--- src/logic/tmrch_defines.vh ---
`ifndef TMRCH_DEFINES_VH
`define TMRCH_DEFINES_VH

// ==========================================================
// register byte addresses
// ==========================================================
`define TMRCH_ADDR_MODE_CONFIG 12'h000
`define TMRCH_ADDR_MODE_EXTRA 12'h004
`define TMRCH_ADDR_DATA 12'h008
`define TMRCH_ADDR_COUNTER 12'h00c
`define TMRCH_ADDR_TRIGGER 12'h010
`define TMRCH_ADDR_STATUS 12'h014
`define TMRCH_ADDR_CLEAR 12'h018

// ==========================================================
// reset values
// ==========================================================
`define TMRCH_RST_MODE_CONFIG 16'h0000
`define TMRCH_RST_MODE_EXTRA 16'h0000
`define TMRCH_RST_DATA 32'h0000_0000

// ==========================================================
// mode config field positions
// ==========================================================
`define TMRCH_CKS_HI 15
`define TMRCH_CKS_LO 14
`define TMRCH_CCS_HI 13
`define TMRCH_CCS_LO 12
`define TMRCH_MAS_BIT 11
`define TMRCH_STS_HI 10
`define TMRCH_STS_LO 8
`define TMRCH_COS_HI 7
`define TMRCH_COS_LO 6
`define TMRCH_MD_HI 4
`define TMRCH_MD_LO 1
`define TMRCH_MD0_BIT 0

// mode extra field positions
`define TMRCH_TIS_HI 1
`define TMRCH_TIS_LO 0

// trigger, status and clear bit positions
`define TMRCH_TRIG_START_BIT 0
`define TMRCH_TRIG_STOP_BIT 1
`define TMRCH_STAT_EN_BIT 0
`define TMRCH_STAT_OVF_BIT 1
`define TMRCH_STAT_OUT_BIT 2
`define TMRCH_CLR_OVF_BIT 0

// ==========================================================
// field encodings
// ==========================================================
`define TMRCH_MD_INTERVAL 4'h0
`define TMRCH_MD_CAPTURE 4'h2
`define TMRCH_MD_ONE_COUNT 4'h4
`define TMRCH_MD_CAP_ONE 4'h6
`define TMRCH_MD_CNT_CAPTURE 4'h5
`define TMRCH_MD_CAP_GATE 4'h9
`define TMRCH_MD_GATE_COUNT 4'hc
`define TMRCH_CCS_OPCLK 2'h0
`define TMRCH_STS_SOFTWARE 3'h0
`define TMRCH_TIS_FALL 2'h0
`define TMRCH_TIS_RISE 2'h1
`define TMRCH_TIS_BOTH 2'h2

// counter limits
`define TMRCH_CNT_ZERO 32'h0000_0000
`define TMRCH_CNT_ONES 32'hffff_ffff

`endif

--- src/logic/tmrch_edge_det.v ---
`timescale 1ns/10ps
`default_nettype none

// ==========================================================
// input pin synchroniser and edge detector on operation clock
// ==========================================================
module tmrch_edge_det (
    // clock and reset
    input wire pclk,
    input wire presetn,
    // pin and control
    input wire pin_in,
    input wire op_tick,
    input wire [1:0] edge_sel,
    // result
    output reg edge_seen
);

`include "tmrch_defines.vh"

reg sync1_reg; // first synchroniser stage
reg sync2_reg; // second synchroniser stage
reg samp_reg; // level seen at last operation clock tick
wire rise; // rising edge at this tick
wire fall; // falling edge at this tick

// two flops before anything reads the pin
always @(posedge pclk or negedge presetn) begin
    if (!presetn) begin
        sync1_reg <= 1'b0;
        sync2_reg <= 1'b0;
    end else begin
        sync1_reg <= pin_in;
        sync2_reg <= sync1_reg;
    end
end

assign rise = sync2_reg & ~samp_reg;
assign fall = ~sync2_reg & samp_reg;

// sample only on the operation clock, so an edge lags by one tick at most
always @(posedge pclk or negedge presetn) begin
    if (!presetn) begin
        samp_reg <= 1'b0;
        edge_seen <= 1'b0;
    end else if (op_tick) begin
        samp_reg <= sync2_reg;
        // edge select picks which transition counts
        if (edge_sel == `TMRCH_TIS_RISE) begin
            edge_seen <= rise;
        end else if (edge_sel == `TMRCH_TIS_BOTH) begin
            edge_seen <= rise | fall;
        end else if (edge_sel == `TMRCH_TIS_FALL) begin
            edge_seen <= fall;
        end else begin
            edge_seen <= 1'b0;
        end
    end else begin
        edge_seen <= 1'b0; // one-cycle pulse
    end
end

endmodule // tmrch_edge_det

`default_nettype wire

--- src/logic/tmrch_channel.v ---
// Added by the designer: the APB interface to the registers and the address map.
`timescale 1ns/10ps
`default_nettype none

// ==========================================================
// timer channel, interval mode plus up-count overflow flag
// ==========================================================

module tmrch_channel (
    // apb clock and reset
    input wire pclk,
    input wire presetn,
    // apb request
    input wire psel,
    input wire penable,
    input wire pwrite,
    input wire [11:0] paddr,
    input wire [31:0] pwdata,
    // apb answer
    output wire pready,
    output reg [31:0] prdata,
    output wire pslverr,
    // prescaler ticks, one pclk cycle wide
    input wire prescaler_clock_0,
    input wire prescaler_clock_1,
    input wire prescaler_clock_2,
    input wire prescaler_clock_3,
    // timer pins
    input wire timer_in_pin,
    output reg square_wave_out,
    // interrupt
    output reg channel_irq
);

`include "tmrch_defines.vh"

// ==========================================================
// helper functions
// ==========================================================

// modes whose counter runs upward
function is_up_mode;
    input [3:0] md;
    begin
        is_up_mode = (md == `TMRCH_MD_CAPTURE) || (md == `TMRCH_MD_CAP_ONE) ||
            (md == `TMRCH_MD_CNT_CAPTURE) || (md == `TMRCH_MD_CAP_GATE);
    end
endfunction

// modes that may raise an interrupt at counter start
function start_irq_allowed;
    input [3:0] md;
    begin
        start_irq_allowed = (md != `TMRCH_MD_ONE_COUNT) && (md != `TMRCH_MD_GATE_COUNT);
    end
endfunction

// modes that report an overflow in the status flag
function ovf_flag_mode;
    input [3:0] md;
    begin
        ovf_flag_mode = (md == `TMRCH_MD_CNT_CAPTURE) || (md == `TMRCH_MD_CAP_GATE);
    end
endfunction

// ==========================================================
// registers and nets
// ==========================================================
reg [15:0] mode_config_reg; // clock, trigger and mode selection
reg [15:0] mode_extra_reg; // input edge selection
reg [31:0] data_reg; // channel data register
reg [31:0] counter_reg; // channel counter
reg [31:0] counter_next; // counter value for next edge
reg enabled_reg; // channel enabled flag
reg start_pend_reg; // start waiting for its start event, count tick or pin edge
reg overflow_reg; // overflow status flag
reg irq_next; // interrupt for next edge
reg toggle_next; // output toggle for next edge
reg ovf_set; // overflow seen this cycle
reg cap_load; // capture into data register this cycle
reg start_pend_next; // pending start for next edge

wire wr_en; // apb write access phase
wire rd_en; // apb read access phase
wire addr_hit; // address decodes to a register
wire start_wr; // start trigger written with 1
wire stop_wr; // stop trigger written with 1
wire clr_ovf_wr; // overflow clear command written with 1
wire [1:0] cks; // operation clock select
wire [1:0] ccs; // count clock select
wire [2:0] sts; // start trigger select
wire [3:0] md; // operation mode field
wire md0; // start interrupt select
wire [1:0] tis; // input edge select
reg op_tick; // selected operation clock tick
wire in_edge; // valid input edge
wire cnt_tick; // count clock tick
wire start_event; // counter may start now
wire up_mode; // counting direction

// ==========================================================
// field extraction
// ==========================================================
assign cks = mode_config_reg[`TMRCH_CKS_HI:`TMRCH_CKS_LO];
assign ccs = mode_config_reg[`TMRCH_CCS_HI:`TMRCH_CCS_LO];
assign sts = mode_config_reg[`TMRCH_STS_HI:`TMRCH_STS_LO];
assign md = mode_config_reg[`TMRCH_MD_HI:`TMRCH_MD_LO];
assign md0 = mode_config_reg[`TMRCH_MD0_BIT];
assign tis = mode_extra_reg[`TMRCH_TIS_HI:`TMRCH_TIS_LO];
// interval mode, code zero, is a down mode like one and gate count
assign up_mode = is_up_mode(md);

// ==========================================================
// apb decode
// ==========================================================
assign pready = 1'b1; // zero wait states
assign wr_en = psel & penable & pwrite;
assign rd_en = psel & penable & ~pwrite;

// unmapped addresses give an error answer
assign addr_hit = (paddr == `TMRCH_ADDR_MODE_CONFIG) || (paddr == `TMRCH_ADDR_MODE_EXTRA) ||
    (paddr == `TMRCH_ADDR_DATA) || (paddr == `TMRCH_ADDR_COUNTER) ||
    (paddr == `TMRCH_ADDR_TRIGGER) || (paddr == `TMRCH_ADDR_STATUS) ||
    (paddr == `TMRCH_ADDR_CLEAR);
assign pslverr = psel & penable & ~addr_hit;

// trigger bits act only on the write, they store nothing
assign start_wr = wr_en && (paddr == `TMRCH_ADDR_TRIGGER) && pwdata[`TMRCH_TRIG_START_BIT];
assign stop_wr = wr_en && (paddr == `TMRCH_ADDR_TRIGGER) && pwdata[`TMRCH_TRIG_STOP_BIT];
assign clr_ovf_wr = wr_en && (paddr == `TMRCH_ADDR_CLEAR) && pwdata[`TMRCH_CLR_OVF_BIT];

// ==========================================================
// configuration registers
// ==========================================================
always @(posedge pclk or negedge presetn) begin
    if (!presetn) begin
        mode_config_reg <= `TMRCH_RST_MODE_CONFIG;
        mode_extra_reg <= `TMRCH_RST_MODE_EXTRA;
    end else if (wr_en) begin
        // unused fields are stored as written; software keeps them zero
        if (paddr == `TMRCH_ADDR_MODE_CONFIG) begin
            mode_config_reg <= pwdata[15:0];
        end else if (paddr == `TMRCH_ADDR_MODE_EXTRA) begin
            mode_extra_reg <= pwdata[15:0];
        end
    end
end

// data register, written any time, capture also lands here
always @(posedge pclk or negedge presetn) begin
    if (!presetn) begin
        data_reg <= `TMRCH_RST_DATA;
    end else if (wr_en && (paddr == `TMRCH_ADDR_DATA)) begin
        data_reg <= pwdata;
    end else if (cap_load) begin
        data_reg <= counter_reg;
    end
end

// ==========================================================
// clock selection
// ==========================================================

// operation clock is one of four prescaler ticks
always @* begin
    if (cks == 2'h0) begin
        op_tick = prescaler_clock_0;
    end else if (cks == 2'h1) begin
        op_tick = prescaler_clock_1;
    end else if (cks == 2'h2) begin
        op_tick = prescaler_clock_2;
    end else begin
        op_tick = prescaler_clock_3;
    end
end

// input pin edge detection on the operation clock
tmrch_edge_det u_edge (
    .pclk(pclk),
    .presetn(presetn),
    .pin_in(timer_in_pin),
    .op_tick(op_tick),
    .edge_sel(tis),
    .edge_seen(in_edge)
);

// count clock is the operation clock, or else the input edge
assign cnt_tick = (ccs == `TMRCH_CCS_OPCLK) ? op_tick : in_edge;

// software start waits for the count clock, other starts for the pin
// the load and any start pulse both land on that same edge
assign start_event = (sts == `TMRCH_STS_SOFTWARE) ? cnt_tick : in_edge;

// ==========================================================
// counter next state
// ==========================================================
always @* begin
    counter_next = counter_reg;
    irq_next = 1'b0;
    toggle_next = 1'b0;
    ovf_set = 1'b0;
    cap_load = 1'b0;
    start_pend_next = start_pend_reg;
    if (start_wr) begin
        // start, or forced restart while running
        start_pend_next = 1'b1;
    end else if (stop_wr) begin
        start_pend_next = 1'b0;
    end else if (enabled_reg && start_pend_reg && start_event) begin
        // first load after a start
        start_pend_next = 1'b0;
        if (up_mode) begin
            counter_next = `TMRCH_CNT_ZERO;
        end else begin
            counter_next = data_reg;
        end
        if (md0 && start_irq_allowed(md)) begin
            irq_next = 1'b1;
            toggle_next = 1'b1;
        end
        // with md0 clear the start pulse and toggle are left out
    end else if (enabled_reg && !start_pend_reg && cnt_tick) begin
        // no count while a start is pending, so a restart reloads cleanly
        if (up_mode) begin
            // up counters wrap with no interrupt
            counter_next = counter_reg + 32'h0000_0001;
            if (counter_reg == `TMRCH_CNT_ONES) begin
                ovf_set = ovf_flag_mode(md);
            end
        end else if (counter_reg == `TMRCH_CNT_ZERO) begin
            // zero reached: pulse, toggle, reload latest data
            irq_next = 1'b1;
            toggle_next = 1'b1;
            counter_next = data_reg;
        end else begin
            counter_next = counter_reg - 32'h0000_0001;
        end
        // capture modes on the operation count clock copy the count on a pin edge that meets a count tick, and restart
        if (up_mode && in_edge && (ccs == `TMRCH_CCS_OPCLK)) begin
            cap_load = 1'b1;
            counter_next = `TMRCH_CNT_ZERO;
        end
    end
end

// ==========================================================
// channel state registers
// ==========================================================
always @(posedge pclk or negedge presetn) begin
    if (!presetn) begin
        counter_reg <= `TMRCH_CNT_ZERO;
        enabled_reg <= 1'b0;
        start_pend_reg <= 1'b0;
    end else begin
        counter_reg <= counter_next;
        start_pend_reg <= start_pend_next;
        // start sets the flag, stop clears it, start wins a tie
        if (start_wr) begin
            enabled_reg <= 1'b1;
        end else if (stop_wr) begin
            enabled_reg <= 1'b0;
        end
    end
end

// interrupt pulse and square wave output
always @(posedge pclk or negedge presetn) begin
    if (!presetn) begin
        channel_irq <= 1'b0;
        square_wave_out <= 1'b0;
    end else begin
        channel_irq <= irq_next;
        if (toggle_next) begin
            square_wave_out <= ~square_wave_out;
        end
    end
end

// overflow flag, a new overflow beats a clear in the same cycle
// only the two count capture modes ever set it
always @(posedge pclk or negedge presetn) begin
    if (!presetn) begin
        overflow_reg <= 1'b0;
    end else if (ovf_set) begin
        overflow_reg <= 1'b1;
    end else if (clr_ovf_wr) begin
        overflow_reg <= 1'b0;
    end
end

// ==========================================================
// read data
// ==========================================================
// nothing here has a side effect, so reads may repeat
always @* begin
    prdata = 32'h0000_0000;
    if (rd_en) begin
        if (paddr == `TMRCH_ADDR_MODE_CONFIG) begin
            prdata = {16'h0000, mode_config_reg};
        end else if (paddr == `TMRCH_ADDR_MODE_EXTRA) begin
            prdata = {16'h0000, mode_extra_reg};
        end else if (paddr == `TMRCH_ADDR_DATA) begin
            prdata = data_reg;
        end else if (paddr == `TMRCH_ADDR_COUNTER) begin
            prdata = counter_reg;
        end else if (paddr == `TMRCH_ADDR_STATUS) begin
            prdata[`TMRCH_STAT_EN_BIT] = enabled_reg;
            prdata[`TMRCH_STAT_OVF_BIT] = overflow_reg;
            prdata[`TMRCH_STAT_OUT_BIT] = square_wave_out;
        end else begin
            // trigger and clear read zero
            prdata = 32'h0000_0000;
        end
    end
end

// is kept by software pairing two channels of this kind
// a down channel loaded with all ones meets zero at the wrap

endmodule // tmrch_channel

`default_nettype wire

--- config.mk ---
export PLATFORM = sky130hd
export DESIGN_NAME = tmrch_channel
export DESIGN_NICKNAME = d
export VERILOG_FILES = /design/src/logic/tmrch_edge_det.v /design/src/logic/tmrch_channel.v
export VERILOG_INCLUDE_DIRS = /design/src /design/src/logic
export SDC_FILE = /design/constraint.sdc
export NUM_CORES = 1
export LEC_CHECK = 0
export BUFFER_PORTS_ARGS = -buffer_cell sky130_fd_sc_hd__buf_2
export CAP_MARGIN = 10
export CORE_ASPECT_RATIO = 1.25
export CORE_MARGIN = 8
export CORE_UTILIZATION = 64
export CTS_BUF_LIST = sky130_fd_sc_hd__clkbuf_16
export DETAILED_ROUTE_END_ITERATION = 6
export PLACE_DENSITY = 0.87
export SKIP_LAST_GASP = 1
export SYNTH_ARGS = -nofsm -noshare
export SYNTH_HDL_FRONTEND = slang
export SYNTH_SLANG_ARGS = --single-unit
--- constraint.sdc ---
create_clock -name pclk -period 4 [get_ports pclk]
set_clock_uncertainty 0.05 [all_clocks]
set_input_delay 0.2 -clock pclk [delete_from_list [all_inputs] [get_ports pclk]]
set_output_delay 0.2 -clock pclk [all_outputs]
set_load 0.01 [all_outputs]
Word level (Yosys, flattened, before mapping)
Cells that the tools add are included.
{ "classes": {"n_addsub": 2, "n_eq_ne": 17, "mux": 48, "bitwise_logic": 15, "n_reduce_logical": 39} }
{ "op_table": {"columns": ["op", "count"], "rows": [
  ["$mux 32", 13],
  ["$eq 12x5->1 const B", 3],
  ["$mux 1", 34],
  ["$add 32x1->32 const B", 1],
  ["$eq 32x32->1 const B", 1],
  ["$logic_not 32->1", 1],
  ["$sub 32x1->32 const B", 1],
  ["$eq 12x4->1 const B", 2],
  ["$logic_and 1x1->1", 14],
  ["$eq 12x3->1 const B", 1],
  ["$logic_not 12->1", 1],
  ["$logic_or 1x1->1", 10],
  ["$eq 4x3->1 const B", 2],
  ["$not 1->1", 8],
  ["$reduce_bool 2->1", 4],
  ["$and 1x1->1", 6],
  ["$logic_not 2->1", 3],
  ["$reduce_and 3->1", 2],
  ["$eq 2x1->1 const B", 2],
  ["$eq 2x2->1 const B", 2],
  ["$eq 4x2->1 const B", 1],
  ["$eq 4x4->1 const B", 1],
  ["$ne 4x3->1 const B", 1],
  ["$ne 4x4->1 const B", 1],
  ["6 further kinds", 6]
]} }
{ "totals": {"register_bits": 105, "in_bits": 54, "output_inout_bits": 36, "elab_cells": 134} }

Logic depth before layout (Yosys ltp)
{ "logic_depth": {"ltp_word": 13, "depth_mapped": 10} }

Cells and area by module
From an unflattened synthesis, not the netlist that was laid out.
{ "hier_totals": {"cells_unflattened": 856, "area_unflattened_um2": 7268.2} }
{ "modules_own_cells": {"columns": ["mod", "n_inst", "cells_each", "area_per_inst_um2"], "rows": [
  ["tmrch_channel", 1, 843, 7100.6],
  ["tmrch_edge_det", 1, 13, 167.7]
]} }

Worst setup path after synthesis
OpenSTA, ideal clock, no wires.
{ "synth_path": {"path_type": "reg2reg", "startpoint": "register counter_reg[27]", "endpoint": "register counter_reg[24]", "setup_ns": 0.126, "arrival_time_ns": 2.503, "required_ns": 3.824, "slack_ns": 1.321, "path_stages_with_launch": 9, "path_buffers": 1, "period_less_slack_ns": 2.679, "cell_sequence": "dfrtp_1 buf_6 or4_4 or4_4 or3_1 a211oi_2 nor3_1 o21a_1 a221o_1"} }
{ "synth_via": {"elab_chain_cells": 6} }
{ "synth_rtl": {"columns": ["element", "line", "text"], "rows": [
  ["start, declared", "tmrch_channel.v:72", "reg [31:0] counter_reg;"],
  ["start signal, assigned", "tmrch_channel.v:251", "counter_reg <= `TMRCH_CNT_ZERO;"],
  ["start signal, assigned", "tmrch_channel.v:255", "counter_reg <= counter_next;"],
  ["$logic_not 32->1 (no line)", null, null],
  ["$mux 32", "tmrch_channel.v:230", "end else if (counter_reg == `TMRCH_CNT_ZERO) begin"],
  ["$mux 32", "tmrch_channel.v:224", "if (up_mode) begin"],
  ["$mux 32", "tmrch_channel.v:239", "if (up_mode && in_edge && (ccs == `TMRCH_CCS_OPCLK)) begin"],
  ["$mux 32", "tmrch_channel.v:222", "end else if (enabled_reg && !start_pend_reg && cnt_tick) begin"],
  ["$mux 32", "tmrch_channel.v:209", "end else if (enabled_reg && start_pend_reg && start_event) begin"]
]} }
No other way between the ends. The select of a mux whose other input is x is not followed.
A chain may end at the register's enable or synchronous reset.

Final worst setup path
{ "layout_path": {"startpoint": "register counter_reg[26]", "endpoint": "register square_wave_out"} }
{ "layout_via": {"elab_chain_cells": 7} }
{ "layout_rtl": {"columns": ["element", "line", "text"], "rows": [
  ["$logic_not 32->1 (no line)", null, null],
  ["$mux 1 (6 in a row)", null, null],
  ["named net irq_next", "tmrch_channel.v:77", "reg irq_next;"],
  ["end signal, assigned", "tmrch_channel.v:274", "square_wave_out <= ~square_wave_out;"],
  ["end, declared", "tmrch_channel.v:30", "output reg square_wave_out,"]
]} }
The timed path passes the listed nets, and every way through them passes these cells.

==> metrics.md <==
| Metric | Value |
|---|---|
| Status | `finished, violations left` |
| Failing checks | `negative hold slack` |
| Static Leak | `3.643 nW` |
| NetSw | `0.5137 mW` |
| Overall Global Routing Usage | `29.58%` |
| Post-DRT Antenna Nets | `0` |
| Vias in the first global route | `7089` |
| Max Slew Vio Count | `0` |
| Die height | `136.1 µm` |
| R2R Setup Slk | `0.64 ns` |
| Sequential cell area | `2628 µm²` |
| Fin crit period | `3.363 ns` |
| CTS buffer count | `9` |
| Most frequent cells in the layout | `dfrtp_1 (105), buf_2 (87), nand2_1 (81), o21ai_0 (77), nor2_1 (66)` |
| Logic pwr share | `5.2%` |
| Pre-CTS WS | `0.7605 ns` |
| Routed via count | `7305` |
| Mapped Cells | `858` |
| Sequential fraction of the synthesis area | `35.56%` |
| FF-to-FF End | `square_wave_out` |
| Max stage delay on crit path | `0.65 ns` |
| Worst reg2reg path startpoint | `counter_reg[26]` |
| # DRC | `0` |
| Crit path to | `square_wave_out` |
| Max Clk Rate | `297.3 MHz` |
| I/O Pins | `90` |
| Ys Warns | `0` |
| H-Tree Depth | `3` |
| Pint | `1.667 mW` |
| Cell Pwr Density | `261.9 nW/µm²` |
| Crit-path max FO | `15` |
| Grt ovf | `0` |
| DR iter-0 viols | `706` |
| CP delay by family, top | `simple AND/OR/NAND/NOR gates` |
| Largest net degree at the start of global routing | `82` |
| Clk network pwr share | `45.7%` |
| Cell count of the worst reg-to-reg path | `7` |
| Ys flop type | `dfrtp_1` |
| Initial antenna violation count | `0` |
| Peak supply drop | `0.2251 mV` |
| Share of cells above drive strength 1 | `20.94%` |
| Root Buffer | `clkbuf_16` |
| Final wirelength | `22370 µm` |
| Synth cell types | `72` |
| Starting Density | `64.52%` |
| Crit path cell chain | `or4_4 > nor4_1 > nand3_1 > nor2_1 > nand2_1 > a21oi_1 > xor2_1` |
| Asr flop ratio synth | `100.0%` |
| Syn nets | `917` |
| Post_cts resized | `0` |
| Crit start category | `flip-flop` |
| Final Worst Setup Slack | `0.6367 ns` |
| Die Span X | `112.1 µm` |
| Power share of the sequential group | `49.0%` |
| Synth Area per Inst | `8.611 µm²` |
| CP startpoint | `counter_reg[26]` |
| Final hold violations | `3` |
| Clock buffer depth | `2` |
| CTS tree | `yes` |
| Crit. End Element | `flip-flop` |
| Number of synthesized flops with an enable pin | `0` |
| Footprint of the multi-input gates | `4418 µm²` |
| Mapped Area | `7388 µm²` |
| Synth Register Bits | `105` |
| Hold Path Class | `in -> reg` |
| Ant. Diodes | `0` |
| Final net count | `971` |
| Buffers & Inverters on Critical Path | `0` |
| Detail Placement HPWL | `15280 µm` |
| Setup Total Neg Slack | `0 ns` |
| Vias per cell | `6.924` |
| Crit path depth | `7` |
| Unrepaired setup endpoints after global routing | `no` |
| Clock-pin slew on the worst setup and hold paths | `0.08 ns` |
| Critical Path RT | `4.23 ns` |
| FILL cells | `886` |
| Hold WS | `-0.003063 ns` |
| DR pass1 iterations | `6` |
| Switching share of power | `23.55%` |
| Max_slew headroom | `30.47%` |
| Worst Max-Slew Pin Slew | `1.043 ns` |
| Crit Path Class | `reg -> reg` |
| Clock latency on the worst-skew pair | `0.36 ns` |
| Crit share post-route | `84.08%` |
| First-pass GRT wire length | `36450 µm` |
| Most common library cell in the layout ignoring fill and taps | `dfrtp_1` |
| Rows | `44` |
| Port bufs | `88` |
| Crit path max-delay cell type | `nor2_1` |
| # setup viols final | `0` |
| CORE AREA | `11450 µm²` |
| Max-cap viol count | `0` |
| Die area | `15260 µm²` |
| Sink Count | `105` |
| Worst EP arrival | `3.60 ns` |
| Area grow syn2layout | `12.73%` |
| Final RePlAce weighted congestion | `0.9917` |
| Routed len/inst | `21.21 µm` |
## cell usage after synthesis (all sizes together), types with 4 or more instances
master / number / area share (%)
dfrtp: 105 / 36
o211ai: 7 / 0.71
xnor2: 4 / 0.47
o31ai: 8 / 1.0
a221oi: 8 / 0.95
o21ai: 77 / 5.2
ha: 5 / 0.85
a211oi: 8 / 0.88
nor3: 37 / 2.7
clkbuf: 62 / 3.1
a21oi: 34 / 2.3
nand2: 82 / 4.2
mux2i: 62 / 8.4
or3: 11 / 0.93
and3: 10 / 0.85
a221o: 10 / 1.4
buf: 16 / 1.2
a22o: 4 / 0.47
nand3: 28 / 1.9
nand2b: 5 / 0.42
and2: 8 / 0.68
a31oi: 12 / 1.0
o221ai: 10 / 1.2
nor4: 15 / 1.6
and4: 6 / 0.71
or4: 7 / 0.81
o22ai: 11 / 0.93
xor2: 5 / 0.59
mux2: 39 / 5.9
nand4: 20 / 1.7
a22oi: 16 / 1.6
inv: 16 / 0.81
nor2: 67 / 3.4
## worst min-delay path by stage
| stage | start | endpoint | cells past startpoint |
|---|---|---|---|
| after floorplan | presetn | channel_irq | 0 |
| after global placement | timer_in_pin | u_edge.sync1_reg | 1 |
| after detailed placement | timer_in_pin | u_edge.sync1_reg | 1 |
| after CTS | pwdata[25] | data_reg[25] | 3 |
| after global routing | pwdata[29] | data_reg[29] | 3 |
| final | pwdata[16] | data_reg[16] | 3 |
## layout make-up
class | count | area share (%)
sequential | 105 | 31.55
multi-input combinational | 659 | 53.04
inverter | 16 | 0.7210
timing repair buffer | 121 | 8.683
tap | 138 | 2.073
clock buffer | 9 | 2.704
clock inverter | 7 | 1.232
## cells by family after synthesis
kind of cell	after synthesis	synth area share [%]
DFF	105	35.56
and+or+nand+nor	309	21.25
muxes	103	14.95
buffers and inverters	94	5.131
other	1	0.05076
AOI/OAI and AO/OA	232	21.14
adders and majority gates	5	0.8467
xor gates and xnor gates	9	1.067
## worst register-to-register path, cell delays in order (launching register included)
cell and delay, ns:
dfrtp_1 0.48, or4_4 0.59, nor4_1 0.40, nand3_1 0.61, nor2_1 0.65, nand2_1 0.10
a21oi_1 0.25, xor2_1 0.16
## through the flow
stage          power (mW)  util, %  instances  instance area (µm²)  hold WS, ns
2_1_floorplan       1.129        -        858                 7388      -0.1456
3_3_place_gp        1.195    69.18       1031                 7921       0.2590
3_5_place_dp        1.197    69.18       1031                 7921       0.2597
4_1_cts             2.183    72.74       1055                 8329    0.0006338
5_1_grt             2.233    72.74       1055                 8329     0.008041
6_report            2.181    72.74       1055                 8329    -0.003063
## metal layers
layer  share of wire [%]  track usage, %  vias to the layer above
met5                   0               0                        -
met4                 4.0           16.45                        0
met3                 7.8           5.511                       76
met2                  49           48.98                      424
met1                  40           35.86                     3485
li1                    -               -                     3320
## power groups by stage
stage,registers (mW),clock network (mW),logic (mW)
after global placement,1.09,0,0.105
final,1.07,0.998,0.114
after detailed placement,1.09,0,0.107
after floorplan,1.09,0,0.0404
after global routing,1.07,1.04,0.125
after CTS,1.07,1.00,0.114
## what timing repair did
item	CTS	global route
hold buffers	8	0
endpoints found under the hold margin	8	0
setup buffers	0	0
Power figures use the tool's default switching activity.
